==> src/bcps_pkg.sv <==
// Package: constants and types of the bus-control pin select block
package bcps_pkg;

   // ---------------------------------------------------------------
   // Divider and timing
   // ---------------------------------------------------------------
   localparam int unsigned CLK_HZ          = 100_000_000;
   localparam int unsigned CRYSTAL_DIV     = 1;
   localparam int unsigned BUS_CLK_DIV     = 2;
   localparam int unsigned QUARTER_COUNT   = 4;
   localparam logic [7:0]  SLOW_DIV_RST    = 8'h00;
   localparam int unsigned SLOW_DIV_W      = 8;

   // ---------------------------------------------------------------
   // Bit positions of the port E assignment register
   // ---------------------------------------------------------------
   localparam int unsigned ASSIGN_STROBE_DIS = 7;
   localparam int unsigned ASSIGN_CLK_TEST   = 6;
   localparam int unsigned ASSIGN_QUEUE_TRK  = 5;
   localparam int unsigned ASSIGN_INV_CLK    = 4;
   localparam int unsigned ASSIGN_LOW_STRB   = 3;
   localparam int unsigned ASSIGN_RDWR       = 2;
   localparam int unsigned ASSIGN_REF_OUT    = 1;

   // ---------------------------------------------------------------
   // Register offsets
   // ---------------------------------------------------------------
   localparam logic [3:0] REG_ASSIGN    = 4'h0;
   localparam logic [3:0] REG_SLOW_DIV  = 4'h1;
   localparam logic [3:0] REG_STATUS    = 4'h2;
   localparam logic [3:0] REG_STRETCH   = 4'h3;

   localparam logic [7:0] ASSIGN_RST_SINGLE = 8'h80;
   localparam logic [7:0] ASSIGN_RST_EXPAND = 8'h00;
   localparam logic [7:0] STRETCH_RST       = 8'h00;

   // ---------------------------------------------------------------
   // Types
   // ---------------------------------------------------------------
   typedef enum logic [1:0] {
      BCPS_MODE_SINGLE,
      BCPS_MODE_SPECIAL_SINGLE,
      BCPS_MODE_EXPANDED_NARROW,
      BCPS_MODE_EXPANDED_WIDE
   } bcps_mode_t;

   typedef enum logic [1:0] {
      BCPS_PIN7_GPIO,
      BCPS_PIN7_STROBE,
      BCPS_PIN7_INV_CLK,
      BCPS_PIN7_REFERENCE
   } bcps_pin7_t;

endpackage

==> src/bcps_clk_if.sv <==
// Interface: slow divider tick, setting and clock shared with the top
`timescale 1ns/1ps
`default_nettype none
interface bcps_clk_if;
   logic                slow_tick;
   logic [7:0]          slow_div;
   logic                slow_clk;
   modport gen (input slow_tick, input slow_div, output slow_clk);
   modport use_side (output slow_tick, output slow_div, input slow_clk);
endinterface
`default_nettype wire

==> src/bcps_top.sv <==
// Top: bus-control pin select for port E bits 7 and 6
`timescale 1ns/1ps
`default_nettype none
// Behaviour
// - The read drive strobe goes low only in the high phase of the bus clock.
// - In a stretched access the strobe is low only in the last quarter of the last cycle.
// - In expanded modes the strobe gates external drivers during external reads.
// - The strobe disable bit governs the strobe on bit 7 but not on bus_side_oe_n; the strobe is enabled out of reset in expanded modes.
// - The inverted clock output follows the free-running bus clock, inverted.
// - Two control bits choose between strobe and inverted clock on bit 7.
// - The reference output carries the slow divided clock.
// - The slow divider runs at half the crystal rate after reset with 50% duty at any setting.
// - An active strobe overrides an enabled reference output.
// - Clearing the reference enable removes the slow clock from bit 7.
// - Bit 6 carries test clocks only with test enable set and queue tracking clear.
// - The low-byte strobe is the XNOR of address bit 0 and the byte size flag.
// - In expanded modes with its enable bit set the read/write output shows transfer direction.
// - Mode select pins sampled during reset choose the initial mode.
// - The bus clock runs at a quarter of the crystal rate and times the read drive strobe.
// - The low-byte strobe stays inactive until its enable bit is set.
module bcps_top (
   input  wire logic       clk,
   input  wire logic       rst_n,
   input  wire logic       mode_select_a,
   input  wire logic       mode_select_b,
   input  wire logic       access_active,
   input  wire logic       access_read,
   input  wire logic       addr_bit0,
   input  wire logic       byte_size_flag,
   input  wire logic       test_clock_in,
   input  wire logic       gpio7_out,
   input  wire logic       gpio7_oe_n,
   input  wire logic       gpio6_out,
   input  wire logic       gpio6_oe_n,
   input  wire logic [3:0] reg_addr,
   input  wire logic [7:0] reg_wdata,
   input  wire logic       reg_wr,
   input  wire logic       reg_rd,
   output logic [7:0]      reg_rdata,
   output logic            port_e_bit7,
   output logic            port_e_bit7_oe_n,
   output logic            port_e_bit6,
   output logic            port_e_bit6_oe_n,
   output logic            bus_clock_out,
   output logic            low_byte_strobe_n,
   output logic            read_write,
   output logic            bus_side_oe_n
);
   import bcps_pkg::*;

   // ---------------------------------------------------------------
   // Pin synchronisers
   // ---------------------------------------------------------------
   logic [1:0] mode_select_a_s_r;
   logic [1:0] mode_select_b_s_r;
   logic [1:0] tclk_s_r;

   // Mode pins keep sampling while reset holds the rest
   always_ff @(posedge clk) begin
      mode_select_a_s_r <= {mode_select_a_s_r[0], mode_select_a};
      mode_select_b_s_r <= {mode_select_b_s_r[0], mode_select_b};
   end

   always_ff @(posedge clk or negedge rst_n) begin
      if (!rst_n) begin
         tclk_s_r <= 2'b00;
      end else begin
         tclk_s_r <= {tclk_s_r[0], test_clock_in};
      end
   end

   // ---------------------------------------------------------------
   // Mode capture at reset release
   // ---------------------------------------------------------------
   logic       strap_done_r;
   logic       strap_done_nxt;
   bcps_mode_t mode_r;
   bcps_mode_t mode_nxt;
   logic       expanded;

   always_comb begin
      strap_done_nxt = 1'b1;
      mode_nxt       = mode_r;
      if (!strap_done_r) begin
         mode_nxt = bcps_mode_t'({mode_select_b_s_r[1], mode_select_a_s_r[1]});
      end
   end

   always_ff @(posedge clk or negedge rst_n) begin
      if (!rst_n) begin
         strap_done_r <= 1'b0;
         mode_r       <= BCPS_MODE_SINGLE;
      end else begin
         strap_done_r <= strap_done_nxt;
         mode_r       <= mode_nxt;
      end
   end

   assign expanded = (mode_r == BCPS_MODE_EXPANDED_NARROW) ||
                     (mode_r == BCPS_MODE_EXPANDED_WIDE);

   // ---------------------------------------------------------------
   // Registers
   // ---------------------------------------------------------------
   logic [7:0] assign_r;
   logic [7:0] assign_nxt;
   logic [7:0] slow_div_r;
   logic [7:0] slow_div_nxt;
   logic [7:0] stretch_r;
   logic [7:0] stretch_nxt;
   logic [7:0] rdata_r;
   logic [7:0] rdata_nxt;
   logic [1:0] pin7_sel_r;
   logic       bus_clk_r;

   always_comb begin
      assign_nxt   = assign_r;
      slow_div_nxt = slow_div_r;
      stretch_nxt  = stretch_r;
      rdata_nxt    = 8'h00;
      if (strap_done_r != strap_done_nxt) begin
         // Strobe enabled out of reset only in expanded modes
         assign_nxt = (mode_nxt == BCPS_MODE_EXPANDED_NARROW ||
                       mode_nxt == BCPS_MODE_EXPANDED_WIDE) ?
                      ASSIGN_RST_EXPAND : ASSIGN_RST_SINGLE;
      end else if (reg_wr) begin
         case (reg_addr)
            REG_ASSIGN:   assign_nxt   = reg_wdata;
            REG_SLOW_DIV: slow_div_nxt = reg_wdata;
            REG_STRETCH:  stretch_nxt  = reg_wdata;
            default:      ;
         endcase
      end
      if (reg_rd) begin
         case (reg_addr)
            REG_ASSIGN:   rdata_nxt = assign_r;
            REG_SLOW_DIV: rdata_nxt = slow_div_r;
            REG_STRETCH:  rdata_nxt = stretch_r;
            REG_STATUS:   rdata_nxt = {4'h0, expanded, pin7_sel_r, bus_clk_r};
            default:      rdata_nxt = 8'h00;
         endcase
      end
   end

   always_ff @(posedge clk or negedge rst_n) begin
      if (!rst_n) begin
         assign_r   <= ASSIGN_RST_SINGLE;
         slow_div_r <= SLOW_DIV_RST;
         stretch_r  <= STRETCH_RST;
         rdata_r    <= 8'h00;
      end else begin
         assign_r   <= assign_nxt;
         slow_div_r <= slow_div_nxt;
         stretch_r  <= stretch_nxt;
         rdata_r    <= rdata_nxt;
      end
   end

   // ---------------------------------------------------------------
   // Bus clock: crystal = clk, bus clock = quarter rate, free-running
   // ---------------------------------------------------------------
   // Each bus cycle is four clk ticks (two low, then two high); a stretch adds
   // whole bus cycles. Quarters are measured in a 4-tick sub-count.
   logic       bus_clk_nxt;
   logic [1:0] quarter_r;
   logic [1:0] quarter_nxt;
   logic [7:0] stretch_left_r;
   logic [7:0] stretch_left_nxt;
   logic       in_stretch_r;
   logic       in_stretch_nxt;
   logic       last_cycle;

   always_comb begin
      quarter_nxt      = quarter_r + 2'd1;
      bus_clk_nxt      = quarter_nxt[1];
      stretch_left_nxt = stretch_left_r;
      in_stretch_nxt   = in_stretch_r;
      if (quarter_r == 2'd3) begin
         if (in_stretch_r) begin
            if (stretch_left_r != 8'h00) begin
               stretch_left_nxt = stretch_left_r - 8'h01;
            end else begin
               in_stretch_nxt = 1'b0;
            end
         end else if (access_active && stretch_r != 8'h00) begin
            // First cycle over: count the added cycles that follow the next one
            in_stretch_nxt   = 1'b1;
            stretch_left_nxt = stretch_r - 8'h01;
         end
      end
   end

   always_ff @(posedge clk or negedge rst_n) begin
      if (!rst_n) begin
         bus_clk_r      <= 1'b0;
         quarter_r      <= 2'd0;
         stretch_left_r <= 8'h00;
         in_stretch_r   <= 1'b0;
      end else begin
         bus_clk_r      <= bus_clk_nxt;
         quarter_r      <= quarter_nxt;
         stretch_left_r <= stretch_left_nxt;
         in_stretch_r   <= in_stretch_nxt;
      end
   end

   // First cycle of an access is the last only without stretch
   assign last_cycle = in_stretch_r ? (stretch_left_r == 8'h00)
                                    : (stretch_r == 8'h00);

   // ---------------------------------------------------------------
   // Bit 7 select and drive
   // ---------------------------------------------------------------
   bcps_clk_if dif ();
   bcps_slow_div u_slow (
      .clk   (clk),
      .rst_n (rst_n),
      .dif   (dif)
   );
   assign dif.slow_tick = 1'b1;
   assign dif.slow_div  = slow_div_r;

   bcps_pin7_t pin7_sel;
   logic       strobe_n;
   logic       p7_nxt;
   logic       p7_oe_n_nxt;
   logic       p6_nxt;
   logic       p6_oe_n_nxt;
   logic       strobe_win;

   always_comb begin
      if (!assign_r[ASSIGN_STROBE_DIS]) begin
         pin7_sel = assign_r[ASSIGN_INV_CLK] ? BCPS_PIN7_INV_CLK
                                             : BCPS_PIN7_STROBE;
      end else if (assign_r[ASSIGN_REF_OUT]) begin
         pin7_sel = BCPS_PIN7_REFERENCE;
      end else begin
         pin7_sel = BCPS_PIN7_GPIO;
      end
   end

   // Strobe window: high phase normally, last quarter when stretched
   assign strobe_win = access_active && access_read && expanded &&
                       (stretch_r == 8'h00 ? bus_clk_nxt
                        : (last_cycle && quarter_nxt == 2'd3));
   assign strobe_n   = ~strobe_win;

   always_comb begin
      p7_nxt      = gpio7_out;
      p7_oe_n_nxt = gpio7_oe_n;
      case (pin7_sel)
         BCPS_PIN7_STROBE: begin
            p7_nxt      = strobe_n;
            p7_oe_n_nxt = 1'b0;
         end
         BCPS_PIN7_INV_CLK: begin
            p7_nxt      = ~bus_clk_nxt;
            p7_oe_n_nxt = 1'b0;
         end
         BCPS_PIN7_REFERENCE: begin
            p7_nxt      = dif.slow_clk;
            p7_oe_n_nxt = 1'b0;
         end
         default: ;
      endcase
      if (assign_r[ASSIGN_CLK_TEST] && !assign_r[ASSIGN_QUEUE_TRK]) begin
         p6_nxt      = tclk_s_r[1];
         p6_oe_n_nxt = 1'b0;
      end else begin
         p6_nxt      = gpio6_out;
         p6_oe_n_nxt = gpio6_oe_n;
      end
   end

   // ---------------------------------------------------------------
   // Output registers
   // ---------------------------------------------------------------
   logic low_byte_strobe_n_nxt;
   logic rw_nxt;
   logic bus_oe_nxt;

   always_comb begin
      low_byte_strobe_n_nxt  = 1'b1;
      rw_nxt     = 1'b1;
      bus_oe_nxt = strobe_n;
      if (assign_r[ASSIGN_LOW_STRB]) begin
         low_byte_strobe_n_nxt = ~(addr_bit0 ^ byte_size_flag);
      end
      if (expanded && assign_r[ASSIGN_RDWR] && access_active) begin
         rw_nxt = access_read;
      end
   end

   always_ff @(posedge clk or negedge rst_n) begin
      if (!rst_n) begin
         port_e_bit7       <= 1'b1;
         port_e_bit7_oe_n  <= 1'b1;
         port_e_bit6       <= 1'b1;
         port_e_bit6_oe_n  <= 1'b1;
         bus_clock_out     <= 1'b0;
         low_byte_strobe_n <= 1'b1;
         read_write        <= 1'b1;
         bus_side_oe_n     <= 1'b1;
         pin7_sel_r        <= 2'b00;
      end else begin
         port_e_bit7       <= p7_nxt;
         port_e_bit7_oe_n  <= p7_oe_n_nxt;
         port_e_bit6       <= p6_nxt;
         port_e_bit6_oe_n  <= p6_oe_n_nxt;
         bus_clock_out     <= bus_clk_nxt;
         low_byte_strobe_n <= low_byte_strobe_n_nxt;
         read_write        <= rw_nxt;
         bus_side_oe_n     <= bus_oe_nxt;
         pin7_sel_r        <= pin7_sel;
      end
   end

   assign reg_rdata = rdata_r;
endmodule
`default_nettype wire

==> src/bcps_slow_div.sv <==
// Slow-mode programmable clock divider with 50% duty output
`timescale 1ns/1ps
`default_nettype none
module bcps_slow_div (
   input  wire logic  clk,
   input  wire logic  rst_n,
   bcps_clk_if.gen    dif
);
   import bcps_pkg::*;

   logic [7:0] cnt_r;
   logic [7:0] cnt_nxt;
   logic       out_r;
   logic       out_nxt;

   // ---------------------------------------------------------------
   // Divide: toggle every (setting+1) crystal ticks; setting 0 = half crystal
   // ---------------------------------------------------------------
   always_comb begin
      cnt_nxt = cnt_r;
      out_nxt = out_r;
      if (dif.slow_tick) begin
         if (cnt_r >= dif.slow_div) begin
            cnt_nxt = 8'h00;
            out_nxt = ~out_r;
         end else begin
            cnt_nxt = cnt_r + 8'h01;
         end
      end
   end

   always_ff @(posedge clk or negedge rst_n) begin
      if (!rst_n) begin
         cnt_r <= 8'h00;
         out_r <= 1'b0;
      end else begin
         cnt_r <= cnt_nxt;
         out_r <= out_nxt;
      end
   end

   assign dif.slow_clk = out_r;
endmodule
`default_nettype wire

==> config.mk <==
export PLATFORM = sky130hd
export DESIGN_NAME = bcps_top
export DESIGN_NICKNAME = d
export VERILOG_FILES = /design/src/bcps_pkg.sv /design/src/bcps_clk_if.sv /design/src/bcps_top.sv /design/src/bcps_slow_div.sv
export SDC_FILE = /design/constraint.sdc
export NUM_CORES = 1
export LEC_CHECK = 0
export BUFFER_PORTS_ARGS = -buffer_cell sky130_fd_sc_hd__buf_2
export CORE_ASPECT_RATIO = 0.9
export CORE_MARGIN = 2
export CORE_UTILIZATION = 50
export DETAILED_ROUTE_END_ITERATION = 8
export GPL_TIMING_DRIVEN = 1
export PLACE_DENSITY = 0.81
export SKIP_CTS_REPAIR_TIMING = 1
export SYNTH_ARGS = -nofsm -noshare
export SYNTH_HDL_FRONTEND = slang
export SYNTH_SLANG_ARGS = --single-unit
==> constraint.sdc <==
create_clock -name clk -period 5.1 [get_ports clk]
set_input_delay 0.255 -clock clk [delete_from_list [all_inputs] [get_ports clk]]
set_output_delay 0.255 -clock clk [all_outputs]
set_load 0.02 [all_outputs]
* Yosys cells after proc, flatten, opt, wreduce, memory -nomap -nowiden
Cells that the tools add are included.
** Operators by class
- $lt $le $gt $ge :: 1
- $add $sub $neg :: 4
- Muxes and demuxes :: 25
- Bitwise gates (word level) :: 5
- Reductions and logical operators :: 22
- Equal/unequal tests :: 15
** Operators by type and width (number)
- 2-to-1 mux 8 bit :: 9
- one-hot mux 8 bit (4 select lines) :: 1
- equality test 2 bit, second input constant :: 8
- zero test 8 bit :: 2
- nonzero test 8 bit :: 2
- subtractor 8 x 1 -> 8 bit, second input constant :: 2
- 2-to-1 mux 1 bit :: 10
- AND reduction 3 bit :: 3
- adder 8 x 1 -> 8 bit, second input constant :: 1
- equality test 4 x 2 -> 1 bit, second input constant :: 2
- greater-or-equal comparator 8 bit :: 1
- logical AND 1 bit :: 8
- 2-to-1 mux 2 bit :: 4
- equality test 4 x 1 -> 1 bit, second input constant :: 1
- zero test 4 bit :: 1
- inequality test 2 x 1 -> 1 bit, second input constant :: 2
- inverter 1 bit :: 4
- one-hot mux 1 bit (3 select lines) :: 1
- OR reduction 3 bit :: 1
- adder 2 x 1 -> 2 bit, second input constant :: 1
- equality test 2 x 1 -> 1 bit, second input constant :: 1
- logical OR 1 bit :: 2
- inequality test 2 bit, second input constant :: 1
- AND reduction 2 bit :: 1
- other kinds (3) :: 3
** Word-level totals
- Input port bits :: 27
- Logic and storage cells :: 95
- Output and inout port bits :: 16
- Register bits :: 71

* Logic depth before layout (Yosys ltp)
Gate-level depths: netlist (run 1).
- Depth after elaboration :: 7
- Depth in mapped cells :: 8
- Mapped depth without buffers :: 7

* Hierarchy
From an unflattened synthesis (run 1), not the netlist that was laid out.
** Unflattened totals
- Cells, all modules :: 294
- Area total of the unflattened synthesis :: 3453.3 sq um
** By module, submodules not included
- bcps_top :: cells each 227, instances 1, area an instance 2783.9 sq um
- bcps_slow_div :: cells each 67, instances 1, area an instance 669.4 sq um

* Worst setup path before layout (run 1)
No wires, ideal clock.
- Kind :: reg-to-reg
- From :: reg stretch_left_r[2]
- To :: reg stretch_left_r[7]
- Data required time :: 4.978 ns
- Data arrival time :: 2.022 ns
- Clock period less this slack :: 2.143 ns
- Slack :: 2.957 ns
- Cell stages (with the launch flop) :: 6
- Path buffers :: 1
- Setup time :: 0.122 ns
- Cell sequence :: dfrtp_1 or4b_1 buf_2 or3_1 a2111o_1 a32o_1
** Between the ends
- Longest elaborated chain between the ends :: 3
- Elaborated cells between the ends (all ways) :: 6
- Those cells by class :: add/sub (1); eq/ne (1); mux (2); reduce/logical (2)
** RTL lines
- from (decl) :: line bcps_top.sv:167 : logic [7:0] stretch_left_r;
- from (signal assigned) :: line bcps_top.sv:202 : stretch_left_r <= stretch_left_nxt;
- subtractor 8 x 1 -> 8 bit or nonzero test 8 bit (tied branches) :: line bcps_top.sv:181, bcps_top.sv:180
- 2-to-1 mux 8 bit or inequality test 2 x 1 -> 1 bit (tied branches)
- 2-to-1 mux 8 bit or AND reduction 3 bit (tied branches)
Parallel ways exist; a longest one is shown, timed or not. The select of a mux whose other input is x is not followed.
A chain may end at the register's enable or synchronous reset.

* Final worst setup path (run 1)
- From :: reg in_stretch_r
- To :: reg stretch_left_r[2]
** Between the ends
- Longest elaborated chain between the ends :: 2
- Elaborated cells between the ends (all ways) :: 4
- Those cells by class :: eq/ne (1); mux (1); reduce/logical (2)
** RTL lines
- from (decl) :: line bcps_top.sv:169 : logic in_stretch_r;
- from (signal assigned) :: line bcps_top.sv:203 : in_stretch_r <= in_stretch_nxt;
- inequality test 2 x 1 -> 1 bit (no source line) or nonzero test 2 bit (tied branches)
- AND reduction 3 bit (no source line)
Parallel ways exist; a longest one is shown, timed or not.

==> results of run 1 <==
[cell usage after synthesis (2+ instances only)]
master	instances
dfstp_2	8
or3_1	6
dfrtp_1	57
o21ai_0	13
nand2_1	13
nand3_1	7
or2_2	2
a31oi_1	5
clkbuf_1	7
dfxtp_1	2
o32ai_1	2
inv_1	15
a21oi_1	7
nand4_1	2
mux4_2	4
o31ai_1	2
mux2_2	19
nand4b_1	2
and3_1	7
nor3_1	8
nor2b_1	9
mux2i_1	17
xnor2_1	4
nand2b_1	2
nor2_1	26
a211oi_1	2
a21o_1	3
buf_1	2
xor2_1	8
ha_1	12
[layout by cell type, fill, tap and decap left out, types with 5 or more instances in the layout]
cell	count
xor2_1	8
dfstp_2	8
clkbuf_8	12
and3_1	7
inv_1	15
mux2_2	19
nand3_1	7
ha_1	12
nor2_1	26
a21oi_1	7
mux2i_1	17
buf_2	41
o21ai_0	13
dfrtp_1	57
or3_1	6
nor2b_1	9
a31oi_1	5
nor3_1	8
nand2_1	13
[power by group through the flow]
stage | Clock (mW) | Sequential (mW) | Combinational [mW]
2_1_floorplan | 0 | 0.648 | 0.168
3_3_place_gp | 0 | 0.663 | 0.221
3_5_place_dp | 0 | 0.666 | 0.233
4_1_cts | 0.524 | 0.656 | 0.236
5_1_grt | 0.554 | 0.665 | 0.269
6_report | 0.519 | 0.657 | 0.235
[logic make-up (layout without fill, tap and decap cells)]
| kind of cell | after synthesis | after routing | share of synthesized area, % |
|---|---|---|---|
| compound gates | 48 | 48 | 10.7 |
| mux | 40 | 40 | 14.3 |
| buf+inv | 25 | 75 | 2.87 |
| simple gates | 90 | 90 | 13.8 |
| other cells | 1 | 1 | 0.113 |
| flops | 67 | 67 | 50.5 |
| fa+ha+maj | 12 | 12 | 4.52 |
| xor+xnor | 12 | 12 | 3.17 |
[cell type report]
type,instances,area (sq um)
Clock inverter,3,68.8
Clock buffer,13,169
Multi-Input combinational cell,203,1550
Sequential cell,67,1680
Tap cell,90,113
Inverter,15,56.3
Timing Repair Buffer,44,233
Fill cell,556,2650
[per-stage QoR]
| stage | utilization, % | instance area [sq um] | hold WS [ns] | cells |
|---|---|---|---|---|
| finish | 59.3 | 3860 | 0.0788 | 435 |
| global route | 59.3 | 3860 | 0.0914 | 435 |
| CTS | 59.0 | 3840 | 0.00268 | 433 |
| detailed placement | 55.3 | 3600 | 0.318 | 417 |
| global placement | 55.3 | 3600 | 0.313 | 417 |
| floorplan | - | 3320 | -0.0406 | 295 |
[worst paths after layout]
kind                                      startpoint                   end  slack (ns)  cells after the start
worst max register to register          in_stretch_r     stretch_left_r[2]        2.49                      5
max in group asynchronous                      rst_n          in_stretch_r        4.50                      2
worst max-delay path                    in_stretch_r     stretch_left_r[2]        2.49                      5
min in group clk                          gpio7_oe_n      port_e_bit7_oe_n        0.09                      3
worst min-delay path                           rst_n          reg_rdata[5]        0.08                      2
worst min register to register  mode_select_b_s_r[0]  mode_select_b_s_r[1]        0.33                      0
[state kept, by name, summed over array words and instances, names as in the netlist, named ones only]
name,count
pin7_sel_r,2
port_e_bit7,1
assign_r,8
mode_select_b_s_r,2
port_e_bit6,1
in_stretch_r,1
tclk_s_r,2
u_slow.cnt_r,8
quarter_r,1
u_slow.dif.slow_clk,1
reg_rdata,8
low_byte_strobe_n,1
stretch_r,8
port_e_bit7_oe_n,1
strap_done_r,1
bus_side_oe_n,1
port_e_bit6_oe_n,1
read_write,1
stretch_left_r,8
bus_clock_out,1
dif.slow_div,8
[metal layers]
metal / vias up / wire (um) / part of all wire, %
met1: 1138 / 3250 / 48
met4: 0 / 107 / 1.6
met2: 74 / 3040 / 45
met5: - / 0 / 0
li1: 1149 / - / -
met3: 10 / 395 / 5.8
[worst reg2reg max path, delay by kind of cell, from the launching register on]
| kind | cells | cell delay, ns |
|---|---|---|
| AO/OA/AOI/OAI | 4 | 1.10 |
| flip-flops | 1 | 0.74 |
| AND/OR/NAND/NOR | 1 | 0.67 |
==> metrics.md, run 1 <==
| Metric | Value |
|---|---|
| Met1 usage | `27.5%` |
| CTS Root Cell | `clkbuf_8` |
| Die H | `81.3 um` |
| Status | `complete, no violations` |
| Core region area | `0.00652 sq mm` |
| CP top delay family | `compound AO/OA/AOI/OAI gates` |
| DR WL/cell | `15.6 um` |
| DIE AREA | `0.00731 sq mm` |
| Worst-skew pair later-pin latency | `0.34 ns` |
| Final Hold Fails | `0` |
| Critical path's slowest cell | `dfrtp_1` |
| Max-cap violations | `0` |
| CP required | `5.33 ns` |
| Largest net degree at the start of global routing | `66` |
| Worst VDD drop | `305 uV` |
| Final GP Congestion | `0.844` |
| Detailed Routing Iterations Pass 1 | `4` |
| Async set or reset register ratio after synthesis | `97.0%` |
| H-tree Lvls | `3` |
| Fmax | `0.383 GHz` |
| Period utilization | `51.2%` |
| Post-synth cell types | `52` |
| Post-synth EDFFs | `0` |
| Part of the power in registers | `46.6%` |
| DRC viols | `0` |
| Int Pwr | `1.02 mW` |
| Post-synthesis sequential area ratio | `50.5%` |
| Clk pin slew, worst setup/hold paths | `0.07 ns` |
| Leak | `1.84 nW` |
| Pwr Density | `365 mW/mm^2` |
| Total CTS buffers | `9` |
| Num Clock Sinks | `67` |
| Layout cells sized above 1 | `26.7%` |
| Worst EP arrival | `2.84 ns` |
| Mapped Nets | `334` |
| GRT Max-Usage Layer | `met2` |
| Total Neg Setup Slack | `0 ns` |
| Worst-margin pin slew | `1.13 ns` |
| Drt first-iter violations | `147` |
| Largest area contributor in the netlist | `dfrtp_1` |
| CTS tree | `built` |
| Final total power | `1.41 mW` |
| Num ports | `43` |
| Synth Flop Type | `dfrtp_1` |
| Kind of critical path | `reg -> reg` |
| Hold Path Class | `in -> async` |
| Crit path largest cell delay | `0.74 ns` |
| Detailed Route WL | `6790 um` |
| Synth top area share | `43.0%` |
| Synth area leaders | `dfrtp_1, mux2_2, dfstp_2, mux2i_1, ha_1` |
| Count of final max-slew check failures | `0` |
| Min Clock Period, post-route | `2.61 ns` |
| Routed vias | `2371` |
| Syn Std Cell Area | `0.00332 sq mm` |
| Syn Area/Cell | `11.2 sq um` |
| Clk pwr share | `36.8%` |
| Net Switching | `389 uW` |
| DP HPWL | `4820 um` |
| Final setup viols | `0` |
| Initial antenna violation count | `0` |
| Ordered list of cells on the worst path | `or4b_1, o41a_4, a31oi_1, o32ai_1, a222oi_1` |
| Comb pwr share | `16.6%` |
| Area grow syn2layout | `16.4%` |
| Cells after Synth | `295` |
| Ant. Diodes | `0` |
| RSZ-0062 raised after global routing | `no` |
| Number of global-route vias before repair | `2251` |
| Total track usage | `19.9%` |
| Max_slew headroom | `24.0%` |
| Initial core utilization | `50.9%` |
| Critical Path Start Type | `flop` |
| Global-route track usage on met2 | `30.7%` |
| Sw frac | `27.6%` |
| Buffers and inverters on the worst path | `0` |
| Row Count | `28` |
| I/O Buffers | `41` |
| Final ANT Viol Nets | `0` |
| DIE WIDTH | `89.9 um` |
| Layout Nets | `379` |
| Crit path max fanout | `21` |
| Global-route wire length before repair | `11100 um` |
| Drt via density | `5.45` |
| Total gr overflow | `0` |
| Dpl ws | `2.52 ns` |
| Seq cells post-synth | `67` |
| Clk buf depth | `2` |
| PnR worst setup slack | `2.49 ns` |
| CP endpoint kind | `flop` |
| Worst Clk Skew | `0.00599 ns` |
| Warnings from Yosys | `0` |
| Met3 Usage GRT | `5.47%` |
(Power assumes the default switching activity.)
==> run 2, diff against run 1 <==
--- a/config.mk
+++ b/config.mk
@@ -5,13 +5,14 @@
 export SDC_FILE = /design/constraint.sdc
 export NUM_CORES = 1
 export LEC_CHECK = 0
+export ABC_AREA = 1
 export BUFFER_PORTS_ARGS = -buffer_cell sky130_fd_sc_hd__buf_2
 export CORE_ASPECT_RATIO = 0.9
 export CORE_MARGIN = 2
 export CORE_UTILIZATION = 50
 export DETAILED_ROUTE_END_ITERATION = 8
 export GPL_TIMING_DRIVEN = 1
-export PLACE_DENSITY = 0.81
+export PLACE_DENSITY = 0.83
 export SKIP_CTS_REPAIR_TIMING = 1
 export SYNTH_ARGS = -nofsm -noshare
 export SYNTH_HDL_FRONTEND = slang
==> constraint.sdc (replaced) <==
create_clock -name clk -period 2.3 [get_ports clk]
set_input_delay 0.115 -clock clk [delete_from_list [all_inputs] [get_ports clk]]
set_output_delay 0.115 -clock clk [all_outputs]
set_load 0.02 [all_outputs]
==> run 2 against run 1 <==
The flow now finishes with violations (hold timing). Design area grew 1.1%. Clock power is 93% higher. Sequential share of layout area decreased by 0.47 points. Wire length increased by 2.4%. Area after synthesis up 0.34%. Worst hold slack got worse by 0.087 ns. Sequential cell count unchanged. Maximum frequency up 48%. Die area increased by 0.32%. Worst setup slack lost 1.9 ns. Combinational power rose to 4.8 times the previous value. Register-to-register slack worse by 1.9 ns. Critical endpoint is now stretch_left_r[4]. Largest power group unchanged. Highest routed layer unchanged.
==> metrics.md, run 2 <==
| Metric | Value |
|---|---|
| Detailed Routing Iterations Pass 1 | `4 (unchanged)` |
| Synth Flop Type | `dfrtp_1` |
| Clk buf depth | `2 (unchanged)` |
| CP endpoint kind | `flop` |
| Post-synth cell types | `31 (-40%)` |
| CTS tree | `built` |
| Count of final max-slew check failures | `0 (unchanged)` |
| Num ports | `43 (unchanged)` |
| Synth area leaders | `dfrtp_1, nand2_1, inv_1, dfstp_2, nor2_1` |
| Total Neg Setup Slack | `0 ns (unchanged)` |
| Global-route wire length before repair | `12100 um (+9.5%)` |
| Worst-margin pin slew | `0.776 ns (-0.355 ns)` |
| Fill count | `583 (+4.9%)` |
| Warnings from Yosys | `0 (unchanged)` |
| DIE WIDTH | `90.0 um (+0.16%)` |
| Leak | `2.05 nW (+12%)` |
| Fmax | `0.568 GHz (+48%)` |
| Drt first-iter violations | `120 (-18%)` |
| Largest area contributor in the netlist | `dfrtp_1` |
| Placed Area | `0.00362 sq mm (+0.45%)` |
| DR WL/cell | `12.6 um (-19%)` |
| Period utilization | `76.5% (+25 points)` |
| R2R depth | `9 (+4)` |
| Area of the multi-input gates | `0.00134 sq mm (-13%)` |
| Routed vias | `2682 (+13%)` |
| Mapped Nets | `436 (+31%)` |
| Ant. Diodes | `0 (unchanged)` |
| Final Hold Fails | `1 (+1)` |
| Worst Clk Skew | `0.0136 ns (+0.00763 ns)` |
| CTS Root Cell | `clkbuf_8` |
| Post-synthesis sequential area ratio | `50.4% (-0.17 points)` |
| Min Clock Period, post-route | `1.76 ns (-0.851 ns)` |
| Hold depth | `2` |
| Hold WS | `-0.00794 ns (-0.0868 ns)` |
| Post-synth EDFFs | `0 (unchanged)` |
| Total track usage | `21.4% (+1.6 points)` |
| Kind of critical path | `reg -> reg` |
| Critical Path Start Type | `flop` |
| Layout cells sized above 1 | `19.1% (-7.5 points)` |
| Final Instance Area | `0.00391 sq mm (+1.1%)` |
| Dpl ws | `0.557 ns (-1.96 ns)` |
| Total CTS buffers | `9 (unchanged)` |
| Number of global-route vias before repair | `2670 (+19%)` |
| Final setup viols | `0 (unchanged)` |
| Area grow syn2layout | `17.3%` |
| Hold Path Class | `in -> reg` |
| Register area | `0.00168 sq mm (unchanged)` |
| DRC viols | `0 (unchanged)` |
| Syn Area/Cell | `8.39 sq um (-25%)` |
| Final total power | `3.67 mW (+160%)` |
| Clk pin slew, worst setup/hold paths | `0.07 ns (about the same)` |
| Final Core Density | `59.9% (+0.65 points)` |
| Drt via density | `4.88 (-11%)` |
| Row Count | `28 (unchanged)` |
| Initial core utilization | `51.1% (+0.17 points)` |
| Final ANT Viol Nets | `0 (unchanged)` |
| Async set or reset register ratio after synthesis | `97.0% (unchanged)` |
| Pwr Density | `940 mW/mm^2 (+160%)` |
| Final GP Congestion | `0.849 (+0.58%)` |
| I/O Buffers | `41 (unchanged)` |
| Total gr overflow | `0 (unchanged)` |
| Synth top area share | `42.8% (-0.15 points)` |
| Top-count cell post-synth | `nand2_1` |
| Worst VDD drop | `548 uV (+80%)` |
| Layout Nets | `494 (+30%)` |
| Post-synth top cells | `nand2_1, inv_1, dfrtp_1` |
| Cells after Synth | `397 (+35%)` |
| H-tree Lvls | `3 (unchanged)` |
| Detailed Route WL | `6950 um (+2.4%)` |
| DP HPWL | `5200 um (+7.8%)` |
| Commonest non-fill, non-tap cell in the layout | `nand2_1` |
| Failing checks | `hold timing` |
| DIE AREA | `0.00733 sq mm (+0.32%)` |
| Largest net degree at the start of global routing | `66 (unchanged)` |
| Worst-skew pair later-pin latency | `0.37 ns (+0.03 ns)` |
| Initial antenna violation count | `0 (unchanged)` |
| PnR worst setup slack | `0.539 ns (-1.95 ns)` |
| Syn Std Cell Area | `0.00333 sq mm (+0.34%)` |
| Seq cells post-synth | `67 (unchanged)` |
| Worst EP arrival | `2.02 ns (-0.82 ns)` |
| Max-cap violations | `0 (unchanged)` |
| CP required | `2.56 ns (-2.77 ns)` |
| Most frequent cells in the layout | `nand2_1, inv_1, dfrtp_1` |
| Status | `complete, but fails checks` |
| Die H | `81.4 um (+0.16%)` |
| Num Clock Sinks | `67 (unchanged)` |
| Max_slew headroom | `48.2% (+24 points)` |
| Core region area | `0.00652 sq mm (unchanged)` |
| Crit path max fanout | `12 (-43%)` |
| RSZ-0062 raised after global routing | `no` |
## run 2: cell count changes after synthesis, moves of 8 or more
cell	before	now
inv_1	15	71
mux2_2	19	1
mux2i_1	17	0
nand2_1	13	98
nor2_1	26	43
nor2b_1	9	0
nor3_1	8	0
o21ai_0	13	22
o22ai_1	1	19
## run 2: per-layer routing
metal	wire [um]	global-route usage, %	vias up
li1	-	-	1359
met1	3050	24.6	1244
met2	3350	36.2	62
met3	375	6.70	17
met4	184	12.5	0
met5	0	0	-
## run 2: power breakdown
part | internal (mW) | switching (mW) | total [mW]
Clock | 0.535 | 0.469 | 1.00
Combinational | 0.415 | 0.702 | 1.12
Sequential | 1.38 | 0.174 | 1.55
Total | 2.33 | 1.34 | 3.67
## run 2: per-stage QoR
stage / hold WS [ns] / instances
floorplan: -0.181 / 397
finish: -0.00794 / 550
CTS: -0.159 / 542
global route: 0.00651 / 550
detailed placement: 0.225 / 526
global placement: 0.218 / 526
## run 2: cell families (layout without fill, tap and decap cells)
| logic type | count (synthesis) | count (layout) | share of synthesized area, % |
|---|---|---|---|
| and+or+nand+nor | 177 | 177 | 23.9 |
| buffers and inverters | 77 | 140 | 9.36 |
| adders and majority gates | 12 | 12 | 4.51 |
| AOI/OAI and AO/OA | 53 | 53 | 9.06 |
| DFF | 67 | 67 | 50.4 |
| muxes | 1 | 1 | 0.338 |
| other | 1 | 1 | 0.113 |
| xor gates and xnor gates | 9 | 9 | 2.37 |
## run 2: area by class of cell
| class | count | area share (%) |
|---|---|---|
| flip-flops and latches | 67 | 42.9 |
| multi-input cells | 253 | 34.3 |
| repair buffers | 50 | 7.50 |
| inverters | 74 | 7.11 |
| clock buffers | 11 | 3.62 |
| well taps | 90 | 2.88 |
| clock inverters | 5 | 1.60 |
## run 2: worst max-delay path: stages (launching register included)
cell and delay [ns]:
dfrtp_1 0.67, inv_2 0.17, nand2_1 0.14, nand2_4 0.06, ha_1 0.21, nand2_1 0.12, nor2_4 0.05, xor2_1 0.13
nand2_1 0.06, nand2_1 0.05
## run 2: path summary, 6_finish.rpt
check | startpoint | endpoint | slack [ns]
min in group asynchronous | rst_n | stretch_left_r[7] | 0.45
worst min register to register | mode_select_b_s_r[0] | mode_select_b_s_r[1] | 0.34
worst max register to register | in_stretch_r | stretch_left_r[4] | 0.54
worst min-delay path | access_active | read_write | -0.008
max in group asynchronous | rst_n | u_slow.dif.slow_clk | 1.34
worst max-delay path | in_stretch_r | stretch_left_r[4] | 0.54
==> run 3, diff against run 2 <==
==> constraint.sdc (replaced) <==
create_clock -name clk -period 1.5 [get_ports clk]
set_input_delay 0.075 -clock clk [delete_from_list [all_inputs] [get_ports clk]]
set_output_delay 0.075 -clock clk [all_outputs]
set_load 0.02 [all_outputs]
==> run 3 against run 2 <==
The flow finishes with violations (setup timing). Die area did not move. Core utilization rose by 6.6 points. Worst setup slack got worse by 0.57 ns. Critical path type unchanged. Design area rose by 11%. First-iteration DRC count rose by 75%. Sequential share of layout area fell by 4.2 points. Global-route usage fell by 0.53 points. Largest cell class unchanged. Via count rose by 9.5%.
==> metrics.md, run 3 (synthesis results as in run 2) <==
| Metric | Value |
|---|---|
| R2R depth | `7 (-2)` |
| Most frequent cells in the layout | `nand2_1, inv_1, dfrtp_1` |
| CP required | `1.76 ns (-0.80 ns)` |
| Ant. Diodes | `0 (unchanged)` |
| Clk pin slew, worst setup/hold paths | `0.08 ns (about the same)` |
| Num ports | `43 (unchanged)` |
| Final GP Congestion | `0.909 (+7.1%)` |
| Count of final max-slew check failures | `0 (unchanged)` |
| Min Clock Period, post-route | `1.53 ns (-0.228 ns)` |
| Drt via density | `5.07 (+4.1%)` |
| Failing checks | `setup timing` |
| CP endpoint kind | `flop` |
| DP HPWL | `5330 um (+2.5%)` |
| Setup slack, reg-to-reg | `-0.03 ns (-0.57 ns)` |
| Final total power | `6.45 mW (+76%)` |
| Initial core utilization | `51.1% (unchanged)` |
| Pwr Density | `1490 mW/mm^2 (+58%)` |
| Area grow syn2layout | `30.1%` |
| H-tree Lvls | `3 (unchanged)` |
| Hold WS | `0.000175 ns (+0.00811 ns)` |
| Dpl ws | `-0.0335 ns (-0.590 ns)` |
| Reg2Reg Launch Point | `u_slow.cnt_r[5]` |
| Final Hold Fails | `0 (-1)` |
| GRT Max-Usage Layer | `met2` |
| PnR worst setup slack | `-0.0326 ns (-0.572 ns)` |
| Period utilization | `102% (+26 points)` |
| Critical Path Start Type | `flop` |
| Initial antenna violation count | `0 (unchanged)` |
| Row Count | `28 (unchanged)` |
| Worst VDD drop | `1370 uV (+150%)` |
| CTS tree | `built` |
| Total CTS buffers | `9 (unchanged)` |
| Number of global-route vias before repair | `2608 (-2.3%)` |
| Core region area | `0.00652 sq mm (unchanged)` |
| Met1 usage | `25.3% (+0.67 points)` |
| Hold Path Class | `in -> reg` |
| Total track usage | `20.9% (-0.53 points)` |
| Global-route wire length before repair | `11900 um (-2.3%)` |
| Leak | `2.22 nW (+8.1%)` |
| DR WL/cell | `13.7 um (+8.7%)` |
| DRC viols | `0 (unchanged)` |
| Status | `complete, but fails checks` |
| Worst-skew pair later-pin latency | `0.36 ns (about the same)` |
| Kind of critical path | `reg -> reg` |
| Hold Crit Start | `reg_rd` |
| Fmax | `0.653 GHz (+15%)` |
| Num Clock Sinks | `67 (unchanged)` |
| CTS Root Cell | `clkbuf_8` |
| Met3 Usage GRT | `5.60% (-1.1 points)` |
| RR Endpoint | `u_slow.cnt_r[4]` |
| Layout Nets | `523 (+5.9%)` |
| Fill count | `516 (-11%)` |
| Hold EP | `reg_rdata[6]` |
| I/O Buffers | `41 (unchanged)` |
| Final Instance Area | `0.00433 sq mm (+11%)` |
| Total gr overflow | `0 (unchanged)` |
| Final setup viols | `8 (+8)` |
| DIE AREA | `0.00733 sq mm (unchanged)` |
| Max-cap violations | `0 (unchanged)` |
| Crit path max fanout | `5 (-7)` |
| Placed Area | `0.00378 sq mm (+4.3%)` |
| Die H | `81.4 um (unchanged)` |
| Detailed Routing Iterations Pass 1 | `5 (+1)` |
| RSZ-0062 raised after global routing | `yes` |
| Worst EP arrival | `1.79 ns (-0.23 ns)` |
| Hold depth | `3 (+1)` |
| Clk buf depth | `2 (unchanged)` |
| Largest net degree at the start of global routing | `66 (unchanged)` |
| Global-route track usage on met2 | `34.9% (-1.4 points)` |
| Drt first-iter violations | `210 (+75%)` |
| Final ANT Viol Nets | `0 (unchanged)` |
| Detailed Route WL | `7960 um (+14%)` |
| Worst Clk Skew | `0.0128 ns (-0.000780 ns)` |
| DIE WIDTH | `90.0 um (unchanged)` |
| Routed vias | `2938 (+9.5%)` |
| Commonest non-fill, non-tap cell in the layout | `nand2_1` |
| Layout cells sized above 1 | `31.1% (+12 points)` |
run 3: worst max-delay path, cell delays in order, from the launching register on:
cell	delay, ns
dfrtp_1	0.43
ha_4	0.29
nand2_2	0.05
nor2_2	0.13
nand4_1	0.17
nand3_2	0.17
buf_6	0.15
nor2_2	0.04
run 3: how the worst max path moves through the flow:
stage | startpoint | to | slack, ns | depth (start not counted)
floorplan | in_stretch_r | stretch_left_r[4] | 0.004 | 9
global placement | in_stretch_r | stretch_left_r[6] | 0.02 | 11
detailed placement | dif.slow_div[5] | u_slow.cnt_r[0] | -0.03 | 8
CTS | in_stretch_r | stretch_left_r[4] | -0.06 | 9
global route | in_stretch_r | stretch_left_r[6] | -0.10 | 11
finish | u_slow.cnt_r[5] | u_slow.cnt_r[4] | -0.03 | 7
run 3: final cells by class:
type	instances	area [sq um]	share of cell area, %
clock inverter	6	70.1	1.62
tap	90	113	2.60
clock buffer	10	128	2.95
sequential	67	1680	38.7
multi-input combinational	253	1520	35.1
inverter	74	280	6.47
timing repair buffer	79	546	12.6
run 3: routing by layer:
| layer | part of all wire, % | up-vias |
|---|---|---|
| met2 | 51 | 104 |
| met4 | 2.8 | 0 |
| met3 | 6.6 | 25 |
| li1 | - | 1421 |
| met5 | 0 | - |
| met1 | 40 | 1388 |
run 3: where the power goes:
group,switching [mW],internal [mW],leakage [nW]
combinational,1.44,1.12,1.28
sequential,0.257,2.11,0.837
clock,0.728,0.785,0.102
total,2.43,4.02,2.22
run 3: per-stage QoR:
stage                     setup TNS (ns)  cells  utilization [%]
after floorplan                        0    397                -
final                             -0.165    579             66.5
after detailed placement          -0.229    545             57.9
after CTS                         -0.420    561             61.0
after global routing               -1.02    579             66.5
after global placement                 0    545             57.9
